[src/hw/pdw_params.svh]
// Constants for the power-down wake and clock select block
// ----------------------------------------------------------------
// ----------------------------------------------------------------
`ifndef PDW_PARAMS_SVH
`define PDW_PARAMS_SVH

// ----------------------------------------------------------------
// Register indexes (byte address is four times the index)
// ----------------------------------------------------------------
`define PDW_IDX_MEM_TIMING  16'hFE33
`define PDW_IDX_MISC_CLK    16'hFE81
`define PDW_IDX_PWD_SEL     16'hFF62
`define PDW_IDX_PWR_CTRL    16'hFF10
`define PDW_IDX_IRQ_CFG     16'hFF11
`define PDW_IDX_MAP_CTRL    16'hFF12
`define PDW_IDX_STATUS      16'hFF13

// ----------------------------------------------------------------
// Field positions
// ----------------------------------------------------------------
`define PDW_CLKSEL_BIT      0
`define PDW_PD_BIT          1
`define PDW_SEL_BUSCLK      0
`define PDW_SEL_LOGICCLK    1
`define PDW_SEL_GBUF        2
`define PDW_SEL_RING        3
`define PDW_SEL_CRYSTAL     4
`define PDW_SEL_PIO         5
`define PDW_MAP_WIN_BIT     0
`define PDW_IRQ_EN_A        0
`define PDW_IRQ_EN_B        1
`define PDW_IRQ_GLOBAL      2
`define PDW_IRQ_LEVEL_A     3
`define PDW_IRQ_LEVEL_B     4

// ----------------------------------------------------------------
// Reset values
// ----------------------------------------------------------------
`define PDW_RST_MEM_TIMING  8'h00
`define PDW_RST_MISC_CLK    8'h00
`define PDW_RST_PWD_SEL     8'h00
`define PDW_RST_PWR_CTRL    8'h00
`define PDW_RST_MAP_CTRL    8'h01
`define PDW_RST_IRQ_CFG     8'h00

// ----------------------------------------------------------------
// Timing
// ----------------------------------------------------------------
`define PDW_CLK_PERIOD_NS   20
`define PDW_INIT_TIME_NS    2000
`define PDW_INIT_CYCLES     ((`PDW_INIT_TIME_NS + `PDW_CLK_PERIOD_NS - 1) / `PDW_CLK_PERIOD_NS)

`endif

[src/hw/pdw_pkg.sv]
// Types for the power-down wake and clock select block
`default_nettype none

package pdw_pkg;

   typedef enum logic [2:0] {
      PDW_RUN  = 3'b000,
      PDW_DOWN = 3'b001,
      PDW_WAKE = 3'b010,
      PDW_INIT = 3'b011
   } pdw_state_t;

   typedef struct packed {
      pdw_state_t  st;
      logic [15:0] initCnt;
      logic [7:0]  memoryInterfaceTimingControl;
      logic [7:0]  miscClockSelectConfig;
      logic [7:0]  powerControlRegister;
      logic [7:0]  powerDownSelectRegister;
      logic [7:0]  configWindowMapControl;
      logic [7:0]  irqConfig;
      logic        crystalBlocked;
      logic [1:0]  wakeSrc;
      logic [31:0] rdData;
      logic        rdErr;
      logic        cpuRestart;
      logic [1:0]  wakeIrq;
   } pdw_ctrl_t;

   typedef struct packed {
      logic clkLvl;
      logic useCrystal;
   } pdw_switch_t;

endpackage

`default_nettype wire

[src/hw/pdw_clk_switch.sv]
// Glitch-free bus clock source switch
`default_nettype none

module pdw_clk_switch
   import pdw_pkg::*;
(
   input  wire logic clk_sys,
   input  wire logic reset,
   input  wire logic ringTick,
   input  wire logic crystalTick,
   input  wire logic selCrystal,
   input  wire logic freeze,
   output logic      busClk,
   output logic      onCrystal
);
   import pdw_pkg::*;

   pdw_switch_t s_reg;
   pdw_switch_t s_next;
   logic        tick;
   logic        swap;

   assign tick = s_reg.useCrystal ? crystalTick : ringTick;
   // Swap only where the old high phase would end: pulse only grows
   assign swap = s_reg.clkLvl && tick && (selCrystal != s_reg.useCrystal);

   always_comb begin
      s_next = s_reg;
      if (swap) begin
         s_next.useCrystal = selCrystal;
      end else if (tick) begin
         if (!s_reg.clkLvl) begin
            s_next.clkLvl = 1'b1;
         end else if (!freeze) begin
            s_next.clkLvl = 1'b0;
         end
      end
   end

   always_ff @(posedge clk_sys) begin
      if (reset) begin
         s_reg <= '{clkLvl: 1'b1, useCrystal: 1'b0};
      end else begin
         s_reg <= s_next;
      end
   end

   assign busClk    = s_reg.clkLvl;
   assign onCrystal = s_reg.useCrystal;
endmodule // pdw_clk_switch

`default_nettype wire

[src/hw/pdw_power_ctrl.sv]
// Power-down wake sequencer, clock select and register slave
//
// Local design decision: the APB slave port.
`include "pdw_params.svh"
`default_nettype none

module pdw_power_ctrl
   import pdw_pkg::*;
#(
   parameter int INIT_CYCLES = `PDW_INIT_CYCLES
) (
   input  wire logic        clk_sys,
   input  wire logic        reset,
   input  wire logic [17:0] paddr,
   input  wire logic        psel,
   input  wire logic        penable,
   input  wire logic        pwrite,
   input  wire logic [31:0] pwdata,
   output logic [31:0]      prdata,
   output logic             pready,
   output logic             pslverr,
   input  wire logic        extResetN,
   input  wire logic        porFail,
   input  wire logic        watchdogReset,
   input  wire logic        appReset,
   input  wire logic        extIrqA,
   input  wire logic        extIrqB,
   input  wire logic        ringTick,
   input  wire logic        crystalTick,
   input  wire logic        initCrystalSel,
   output logic             busClk,
   output logic             busOnCrystal,
   output logic             ringOscEn,
   output logic             crystalOscEn,
   output logic             logicClkBlock,
   output logic             gbufPowerDown,
   output logic             pioPowerDown,
   output logic [7:0]       memTiming,
   output logic             cpuHalt,
   output logic             cpuRestart,
   output logic             wakeIrqA,
   output logic             wakeIrqB,
   output logic             initBusy
);
   import pdw_pkg::*;

   // ----------------------------------------------------------------
   // State and reset value
   // ----------------------------------------------------------------
   localparam pdw_ctrl_t RESET_VAL = '{
      st:                           PDW_INIT,
      initCnt:                      16'(INIT_CYCLES),
      memoryInterfaceTimingControl: `PDW_RST_MEM_TIMING,
      miscClockSelectConfig:        `PDW_RST_MISC_CLK,
      powerControlRegister:         `PDW_RST_PWR_CTRL,
      powerDownSelectRegister:      `PDW_RST_PWD_SEL,
      configWindowMapControl:       `PDW_RST_MAP_CTRL,
      irqConfig:                    `PDW_RST_IRQ_CFG,
      crystalBlocked:               1'b0,
      wakeSrc:                      2'b00,
      rdData:                       32'h0000_0000,
      rdErr:                        1'b0,
      cpuRestart:                   1'b0,
      wakeIrq:                      2'b00
   };

   pdw_ctrl_t   s_reg;
   pdw_ctrl_t   s_next;
   logic [15:0] regIdx;
   logic        apbWrite;
   logic        qualA;
   logic        qualB;
   logic        wakeAny;
   logic        pdBlock;
   logic        hardReset;
   logic        onCrystal;

   // ----------------------------------------------------------------
   // Register read decode
   // ----------------------------------------------------------------
   function automatic logic [32:0] readReg(input logic [15:0] idx, input pdw_ctrl_t s, input logic onXtal);
      logic [32:0] r;
      logic        winClosed;
      r         = 33'h0_0000_0000;
      winClosed = s.configWindowMapControl[`PDW_MAP_WIN_BIT];
      case (idx)
         `PDW_IDX_MEM_TIMING: r = winClosed ? {1'b1, 32'h0000_0000}
                                            : {25'h000_0000, s.memoryInterfaceTimingControl};
         `PDW_IDX_MISC_CLK:   r = winClosed ? {1'b1, 32'h0000_0000}
                                            : {25'h000_0000, s.miscClockSelectConfig};
         `PDW_IDX_PWD_SEL:    r = {25'h000_0000, s.powerDownSelectRegister};
         `PDW_IDX_PWR_CTRL:   r = {25'h000_0000, s.powerControlRegister};
         `PDW_IDX_IRQ_CFG:    r = {25'h000_0000, s.irqConfig};
         `PDW_IDX_MAP_CTRL:   r = {25'h000_0000, s.configWindowMapControl};
         `PDW_IDX_STATUS:     r = {25'h000_0000, (s.st == PDW_INIT), s.wakeSrc, onXtal, s.crystalBlocked, s.st};
         default:             r = {1'b1, 32'h0000_0000};
      endcase
      return r;
   endfunction

   // ----------------------------------------------------------------
   // Wake qualification and blocking
   // ----------------------------------------------------------------
   assign regIdx    = paddr[17:2];
   assign apbWrite  = psel && penable && pwrite;
   assign qualA     = extIrqA && s_reg.irqConfig[`PDW_IRQ_EN_A] && s_reg.irqConfig[`PDW_IRQ_GLOBAL]
                      && s_reg.irqConfig[`PDW_IRQ_LEVEL_A];
   assign qualB     = extIrqB && s_reg.irqConfig[`PDW_IRQ_EN_B] && s_reg.irqConfig[`PDW_IRQ_GLOBAL]
                      && s_reg.irqConfig[`PDW_IRQ_LEVEL_B];
   assign wakeAny   = qualA || qualB;
   // Blocking lifts in the same cycle a wake arrives
   assign pdBlock   = (s_reg.st == PDW_DOWN) && !wakeAny;
   assign hardReset = porFail || !extResetN;

   // ----------------------------------------------------------------
   // Next state
   // ----------------------------------------------------------------
   always_comb begin
      s_next            = s_reg;
      s_next.cpuRestart = 1'b0;
      s_next.wakeIrq    = 2'b00;

      if (psel && !penable) begin
         {s_next.rdErr, s_next.rdData} = readReg(regIdx, s_reg, onCrystal);
      end
      if (apbWrite && !s_reg.rdErr) begin
         case (regIdx)
            `PDW_IDX_MEM_TIMING: s_next.memoryInterfaceTimingControl = pwdata[7:0];
            `PDW_IDX_MISC_CLK:   s_next.miscClockSelectConfig = pwdata[7:0];
            `PDW_IDX_PWD_SEL:    s_next.powerDownSelectRegister = {2'b00, pwdata[5:0]};
            `PDW_IDX_PWR_CTRL:   s_next.powerControlRegister = (s_reg.st == PDW_RUN) ? pwdata[7:0]
                                                                                  : s_reg.powerControlRegister;
            `PDW_IDX_IRQ_CFG:    s_next.irqConfig = {3'b000, pwdata[4:0]};
            `PDW_IDX_MAP_CTRL:   s_next.configWindowMapControl = pwdata[7:0];
            default:             s_next.rdErr = s_reg.rdErr;
         endcase
      end

      unique case (s_reg.st)
         PDW_RUN: begin
            if (s_next.powerControlRegister[`PDW_PD_BIT]) begin
               s_next.st             = PDW_DOWN;
               s_next.crystalBlocked = s_reg.powerDownSelectRegister[`PDW_SEL_CRYSTAL];
            end
         end
         PDW_DOWN: begin
            if (wakeAny) begin
               s_next.st                               = PDW_WAKE;
               s_next.powerControlRegister[`PDW_PD_BIT] = 1'b0;
               s_next.wakeSrc                          = {qualB, qualA};
               if (s_reg.crystalBlocked) begin
                  s_next.miscClockSelectConfig[`PDW_CLKSEL_BIT] = 1'b0;
               end
            end
         end
         PDW_WAKE: begin
            if (!wakeAny) begin
               s_next.st             = PDW_RUN;
               s_next.wakeIrq        = s_reg.wakeSrc;
               s_next.crystalBlocked = 1'b0;
            end
         end
         PDW_INIT: begin
            if (s_reg.initCnt == 16'h0000) begin
               s_next.st                                     = PDW_RUN;
               s_next.miscClockSelectConfig[`PDW_CLKSEL_BIT] = initCrystalSel;
               s_next.cpuRestart                             = 1'b1;
            end else begin
               s_next.initCnt = s_reg.initCnt - 16'h0001;
            end
         end
      endcase

      if (appReset && (s_reg.st != PDW_INIT)) begin
         s_next.st                   = PDW_RUN;
         s_next.powerControlRegister = `PDW_RST_PWR_CTRL;
         s_next.cpuRestart           = 1'b1;
         s_next.wakeIrq              = 2'b00;
         s_next.crystalBlocked       = 1'b0;
         if (s_reg.crystalBlocked) begin
            s_next.miscClockSelectConfig[`PDW_CLKSEL_BIT] = 1'b0;
         end
      end else if (watchdogReset && (s_reg.st == PDW_RUN || s_reg.st == PDW_WAKE)) begin
         s_next.st                   = PDW_RUN;
         s_next.powerControlRegister = `PDW_RST_PWR_CTRL;
         s_next.cpuRestart           = 1'b1;
         s_next.wakeIrq              = 2'b00;
         s_next.crystalBlocked       = 1'b0;
      end

      if (hardReset) begin
         s_next = RESET_VAL;
      end
   end

   always_ff @(posedge clk_sys) begin
      if (reset) begin
         s_reg <= RESET_VAL;
      end else begin
         s_reg <= s_next;
      end
   end

   // ----------------------------------------------------------------
   // Clock switch
   // ----------------------------------------------------------------
   pdw_clk_switch u_switch (
      .clk_sys     (clk_sys),
      .reset       (reset),
      .ringTick    (ringTick && ringOscEn),
      .crystalTick (crystalTick && crystalOscEn),
      .selCrystal  (s_reg.miscClockSelectConfig[`PDW_CLKSEL_BIT] && crystalOscEn),
      .freeze      (pdBlock && (s_reg.powerDownSelectRegister[`PDW_SEL_BUSCLK]
                                || s_reg.powerDownSelectRegister[`PDW_SEL_CRYSTAL])),
      .busClk      (busClk),
      .onCrystal   (onCrystal)
   );

   // ----------------------------------------------------------------
   // Outputs
   // ----------------------------------------------------------------
   assign prdata        = s_reg.rdData;
   assign pslverr       = s_reg.rdErr;
   assign pready        = 1'b1;
   assign busOnCrystal  = onCrystal;
   // Oscillators stop only once the bus clock stands high
   assign ringOscEn     = !(pdBlock && s_reg.powerDownSelectRegister[`PDW_SEL_RING] && busClk);
   assign crystalOscEn  = !(pdBlock && s_reg.powerDownSelectRegister[`PDW_SEL_CRYSTAL] && busClk);
   assign logicClkBlock = pdBlock && s_reg.powerDownSelectRegister[`PDW_SEL_LOGICCLK];
   assign gbufPowerDown = pdBlock && s_reg.powerDownSelectRegister[`PDW_SEL_GBUF];
   assign pioPowerDown  = pdBlock && s_reg.powerDownSelectRegister[`PDW_SEL_PIO];
   assign memTiming     = s_reg.memoryInterfaceTimingControl;
   assign cpuHalt       = (s_reg.st != PDW_RUN);
   assign cpuRestart    = s_reg.cpuRestart;
   assign wakeIrqA      = s_reg.wakeIrq[0];
   assign wakeIrqB      = s_reg.wakeIrq[1];
   assign initBusy      = (s_reg.st == PDW_INIT);

   logic quiet;
   assign quiet = extResetN && !porFail && !appReset && !watchdogReset;
endmodule // pdw_power_ctrl

`default_nettype wire

[config.mk]
export PLATFORM = sky130hd
export DESIGN_NAME = pdw_power_ctrl
export DESIGN_NICKNAME = d
export VERILOG_FILES = /design/src/hw/pdw_pkg.sv /design/src/hw/pdw_clk_switch.sv /design/src/hw/pdw_power_ctrl.sv
export VERILOG_INCLUDE_DIRS = /design/src /design/src/hw
export SDC_FILE = /design/constraint.sdc
export NUM_CORES = 1
export LEC_CHECK = 0
export BUFFER_PORTS_ARGS = -buffer_cell sky130_fd_sc_hd__buf_2
export CORE_UTILIZATION = 40
export CTS_CLUSTER_SIZE = 40
export DETAILED_ROUTE_END_ITERATION = 7
export PLACE_DENSITY = 0.64
export SETUP_SLACK_MARGIN = 0.4
export SYNTH_ARGS = -nofsm -noshare
export SYNTH_HDL_FRONTEND = slang
export SYNTH_SLANG_ARGS = --single-unit
[constraint.sdc]
create_clock -name clk_sys -period 5.1 [get_ports clk_sys]
set_clock_uncertainty 0.15 [all_clocks]
set_input_delay 0.765 -clock clk_sys [delete_from_list [all_inputs] [get_ports clk_sys]]
set_output_delay 0.765 -clock clk_sys [all_outputs]
set_load 0.05 [all_outputs]
# Word level (Yosys, flattened, before mapping)
# Index checks and enable logic that the tools add are counted.
# W data, S select, Z words.
# word_totals
inputBits,64
output_inout_bits,54
regBits,103
elab_cells,140
# classes
bitwise_logic,3
muxes,40
n_eq_ne,21
addsub,1
reduce_logical,56
# op_table
op,n
$pmux W33 S7,1
$eq A16 B16 Y1 const B,7
$mux W33,3
$logic_and A1 B1 Y1,26
$mux W8,3
$mux W1,18
$mux W3,6
$logic_not A16 Y1,1
$reduce_and A2 Y1,8
$sub A16 B1 Y16 const B,1
$pmux W3 S4,1
$reduce_or A6 Y1,2
$mux W2,4
$ne A4 B1 Y1 const B,2
$reduce_and A4 Y1,2
$eq A3 B2 Y1 const B,2
$logic_not A1 Y1,6
$mux W6,1
$ne A2 B2 Y1 const B,3
$reduce_and A3 Y1,2
$mux W5,1
$logic_or A1 B1 Y1,4
$ne A2 B1 Y1 const B,2
$ne A4 B2 Y1 const B,1
other kinds (11),14

# Depth between registers and ports, before layout
# logic_depth
depth_word,15
ltp_mapped,8
mapped_depth_nobuf,7

# Modules after synthesis
# Synthesis repeated with hierarchy kept, for this count alone.
# unflattened
hier_cells,499
area_unflattened_um2,4420.5
# by_module_without_submodules
module,seq_area_each_um2,instances,area_each_um2,cells_per_inst
pdw_power_ctrl,1521.5,1,4311.6,486
pdw_clk_switch,40.0,1,108.9,13

# Worst setup path before layout
# No wires, ideal clock.
# synth_timing
path_type,input to output
start,input extIrqB
end,output crystalOscEn
required_time_ps,4185
arrival_time_ps,1923
path_stages,3
n_path_buf,0
setup_slack_ps,2262
cell_sequence,and4_1 > nor3b_1 > nand3_1
# synth_between
elab_chain_cells,9
# synth_lines
item,line_no,source
start: declaration,pdw_power_ctrl.sv:27,"input wire logic extIrqB,"
$logic_and A1 B1 Y1 (3 in series),pdw_power_ctrl.sv:108,assign qualB = extIrqB && s_reg.irqConfig[`PDW_IRQ_EN_B] && s_reg.irqConfig[`PDW_IRQ_GLOBAL]
$logic_or A1 B1 Y1,pdw_power_ctrl.sv:110,assign wakeAny = qualA || qualB;
$logic_not A1 Y1,n/a,
$logic_and A1 B1 Y1,pdw_power_ctrl.sv:112,assign pdBlock = (s_reg.st == PDW_DOWN) && !wakeAny;
$logic_and A1 B1 Y1 (2 in series),pdw_power_ctrl.sv:228,assign crystalOscEn = !(pdBlock && s_reg.powerDownSelectRegister[`PDW_SEL_CRYSTAL] && busClk);
$logic_not A1 Y1,pdw_power_ctrl.sv:228,
end: declaration,pdw_power_ctrl.sv:34,"output logic crystalOscEn,"
# No other way between the ends.

# Worst setup path in the final report
# layout_timing
start,register s_reg[103] (netlist bit)
end,output crystalOscEn
# layout_between
elab_chain_cells,5
# layout_lines
item,line_no,source
start: declaration,pdw_power_ctrl.sv:67,pdw_ctrl_t s_reg;
start signal: assignment,pdw_power_ctrl.sv:200,s_reg <= s_next;
$eq A3 B1 Y1,pdw_power_ctrl.sv:112,
$logic_and A1 B1 Y1,pdw_power_ctrl.sv:112,
$logic_and A1 B1 Y1 (2 in series),pdw_power_ctrl.sv:228,
$logic_not A1 Y1,pdw_power_ctrl.sv:228,
# No other way between the ends.

==> Flow_metrics.wiki <==
{| class="wikitable"
! Metric !! Value
|-
| Hold WC Path Type || reg -> reg
|-
| Distinct cells, synth || 66
|-
| Buffers inserted by post-CTS timing repair || 0
|-
| Leakage power || 1.77 nW
|-
| Internal power of the cells || 0.915 mW
|-
| Share of the synthesized area in the top cell type || 0.379
|-
| Part of the total power dissipated in the clock network || 0.419
|-
| DRC violation total after the first TritonRoute iteration || 212
|-
| Portion of the post-synthesis area used by sequential elements || 0.379
|-
| Die width || 103 um
|-
| TritonCTS clock tree || built
|-
| Number of global-route vias before repair || 3,085
|-
| Clock tree root buffer cell || sky130_fd_sc_hd__clkbuf_8
|-
| Setup TNS || 0 ns
|-
| Max-slew violation count || 0
|-
| Fraction of power spent switching nets || 0.262
|-
| GP Congestion || 0.874
|-
| Clock insertion delay at the later pin of the skew report || 0.35 ns
|-
| Share of flip-flops with an asynchronous set or reset after synthesis || 0
|-
| Seq cells post-synth || 78
|-
| EDFF count, synth || 0
|-
| Relative max-transition margin || 0.278
|-
| Via count || 3,404
|-
| Combinational power share || 0.087
|-
| Unrepaired setup endpoints after global routing || no
|-
| Setup-failing EPs final || 0
|-
| Area Growth Syn to Fin || 10.8%
|-
| Vias per Instance || 5.31
|-
| Die Footprint || 10,700 um2
|-
| DRC violation count after routing || 0
|-
| Sequential cell fraction of total power || 0.494
|-
| Row Count || 36
|-
| Maximum VDD drop || 0.144 mV
|-
| Floorplan Core Area || 9860 um2
|-
| Final worst path period share || 0.681
|-
| Clock sinks || 78
|-
| Final critical-path required period || 3.47 ns
|-
| Number of buffers created by CTS || 9
|-
| Post-cts gate resize count || 0
|-
| FMAX || 288 MHz
|-
| Most frequently used flop master after synthesis || sky130_fd_sc_hd__dfxtp_1
|-
| Number of nets still failing antenna checks after routing || 0
|-
| Starting utilization of the core area || 0.417
|-
| Largest cells by area after synthesis || sky130_fd_sc_hd__dfxtp_1, sky130_fd_sc_hd__mux2i_1, sky130_fd_sc_hd__buf_4
|-
| Gate count of the mapped netlist || 456
|-
| Arrival time of data at the critical path endpoint || 2.56 ns
|-
| Layout net count || 569
|-
| Routed wirelength normalized by instance count || 15.3 um
|-
| Cell area power density || 272 nW/um2
|-
| First-pass GRT wire length || 15.3 mm
|-
| CTS clock-pin slew for the worst setup and hold paths || 0.08 ns
|-
| Gr usage total || 0.189
|-
| HPWL Detailed || 7.16 mm
|-
| Antenna fix cells || 0
|-
| Crit Path Category || reg -> out
|-
| P_sw || 0.325 mW
|-
| H-tree depth reported by CTS || 3
|-
| Instance area at placement || 4340 um2
|-
| Slew @ Worst Pin || 1.07 ns
|-
| Crit start category || flip-flop
|-
| Maximum number of pins on one net before global-route repair || 30
|-
| Post-route cell area || 4560 um2
|-
| Post-CTS Hold Buffers || 0
|-
| Total grt overflow || 0
|-
| Cell type with the largest total area after synthesis || sky130_fd_sc_hd__dfxtp_1
|-
| Most common cell after layout, fill and taps aside || sky130_fd_sc_hd__dfxtp_1
|-
| Combined area of all synthesized cells || 4120 um2
|-
| CP endpoint kind || output pin
|-
| Count of input and output buffers || 66
|-
| Fraction of layout instances using a drive strength above 1 || 0.207
|-
| Final hold violation count || 0
|-
| Final Routed Wirelength || 9.84 mm
|-
| Die Ht || 103 um
|-
| Antenna violations before repair || 0
|-
| Leading cell types in the layout, fill and taps excluded || sky130_fd_sc_hd__dfxtp_1, sky130_fd_sc_hd__nor2_1, sky130_fd_sc_hd__buf_2
|-
| Largest fanout on the critical path || 12
|-
| Number of warnings reported in the yosys synthesis log || 0
|-
| I/O pin cnt || 118
|-
| Number of detailed-route iterations in the first pass || 6
|-
| Syn Area/Cell || 9.02 um2
|-
| Max reg flops || 56
|-
| Largest buffer count on any clock path || 2
|-
| Critical Path RT || 4.18 ns
|-
| Status || completed
|-
| Max Cap Viol || 0
|}
per-stage QoR:
step	utilization	power (mW)	setup slack (ns)	instances	hold WS [ns]
after floorplan	-	0.716	2.26	479	0.276
after global placement	0.440	0.733	1.84	625	0.283
after detailed placement	0.440	0.733	1.82	625	0.291
after CTS	0.462	1.25	1.63	641	0.311
after global routing	0.462	1.30	1.44	641	0.326
final	0.462	1.24	1.63	641	0.306
power by group through the flow:
stage	Clock, mW	Combinational (mW)	Sequential, mW
after floorplan	0	0.0862	0.629
after global placement	0	0.106	0.627
after detailed placement	0	0.107	0.627
after CTS	0.533	0.107	0.613
after global routing	0.566	0.116	0.613
final	0.520	0.108	0.612
worst paths after layout:
check,start,end,slack [ns],depth (start not counted)
setup reg to reg,s_reg[103],u_switch.busClk,2.44,6
setup / recovery,s_reg[103],crystalOscEn,1.63,4
hold reg to reg,prdata[4],prdata[4],0.31,1
hold / removal,prdata[4],prdata[4],0.31,1
metal layers:
metal	wire length, um	global-route usage
met2	4600	0.311
met4	53	0.0498
met3	549	0.0484
met1	4630	0.248
met5	0	0
synth_stat cells, types with 5 or more instances:
cell	number
sky130_fd_sc_hd__buf_4	43
sky130_fd_sc_hd__a21oi_1	12
sky130_fd_sc_hd__nand4_1	5
sky130_fd_sc_hd__xor2_1	10
sky130_fd_sc_hd__mux2i_1	46
sky130_fd_sc_hd__nand3_1	11
sky130_fd_sc_hd__nand2_1	32
sky130_fd_sc_hd__a31oi_1	5
sky130_fd_sc_hd__o21ai_0	8
sky130_fd_sc_hd__nor4_1	5
sky130_fd_sc_hd__dfxtp_1	78
sky130_fd_sc_hd__nor2_1	67
sky130_fd_sc_hd__a222oi_1	7
sky130_fd_sc_hd__and2_1	5
sky130_fd_sc_hd__inv_1	6
sky130_fd_sc_hd__nor3_1	10
sky130_fd_sc_hd__a21o_1	7
sky130_fd_sc_hd__xnor2_1	6
sky130_fd_sc_hd__and3_1	7
sky130_fd_sc_hd__clkbuf_1	9
worst max-delay path, stage by stage (launching register included):
cell	delay (ns)
sky130_fd_sc_hd__dfxtp_1	0.55
sky130_fd_sc_hd__nor2b_1	0.36
sky130_fd_sc_hd__nor3b_1	0.82
sky130_fd_sc_hd__nand3_1	0.22
sky130_fd_sc_hd__buf_2	0.27
layout make-up:
| class | count | area [um2] |
|---|---|---|
| flip-flops and latches | 78 | 1560 |
| fillers | 980 | 5310 |
| well taps | 133 | 166 |
| clock inverters | 6 | 93.8 |
| clock buffers | 10 | 128 |
| inverters | 6 | 22.5 |
| multi-input cells | 340 | 2240 |
| repair buffers | 68 | 345 |
cell families after synthesis:
| kind of cell | count (synthesis) | synth area share |
|---|---|---|
| AOI/OAI and AO/OA | 63 | 0.110 |
| xor gates and xnor gates | 16 | 0.0341 |
| adders and majority gates | 2 | 0.00608 |
| buffers and inverters | 61 | 0.0970 |
| DFF | 78 | 0.379 |
| muxes | 48 | 0.118 |
| other | 2 | 0.00182 |
| and+or+nand+nor | 186 | 0.253 |
Power figures use the tool's default switching activity.
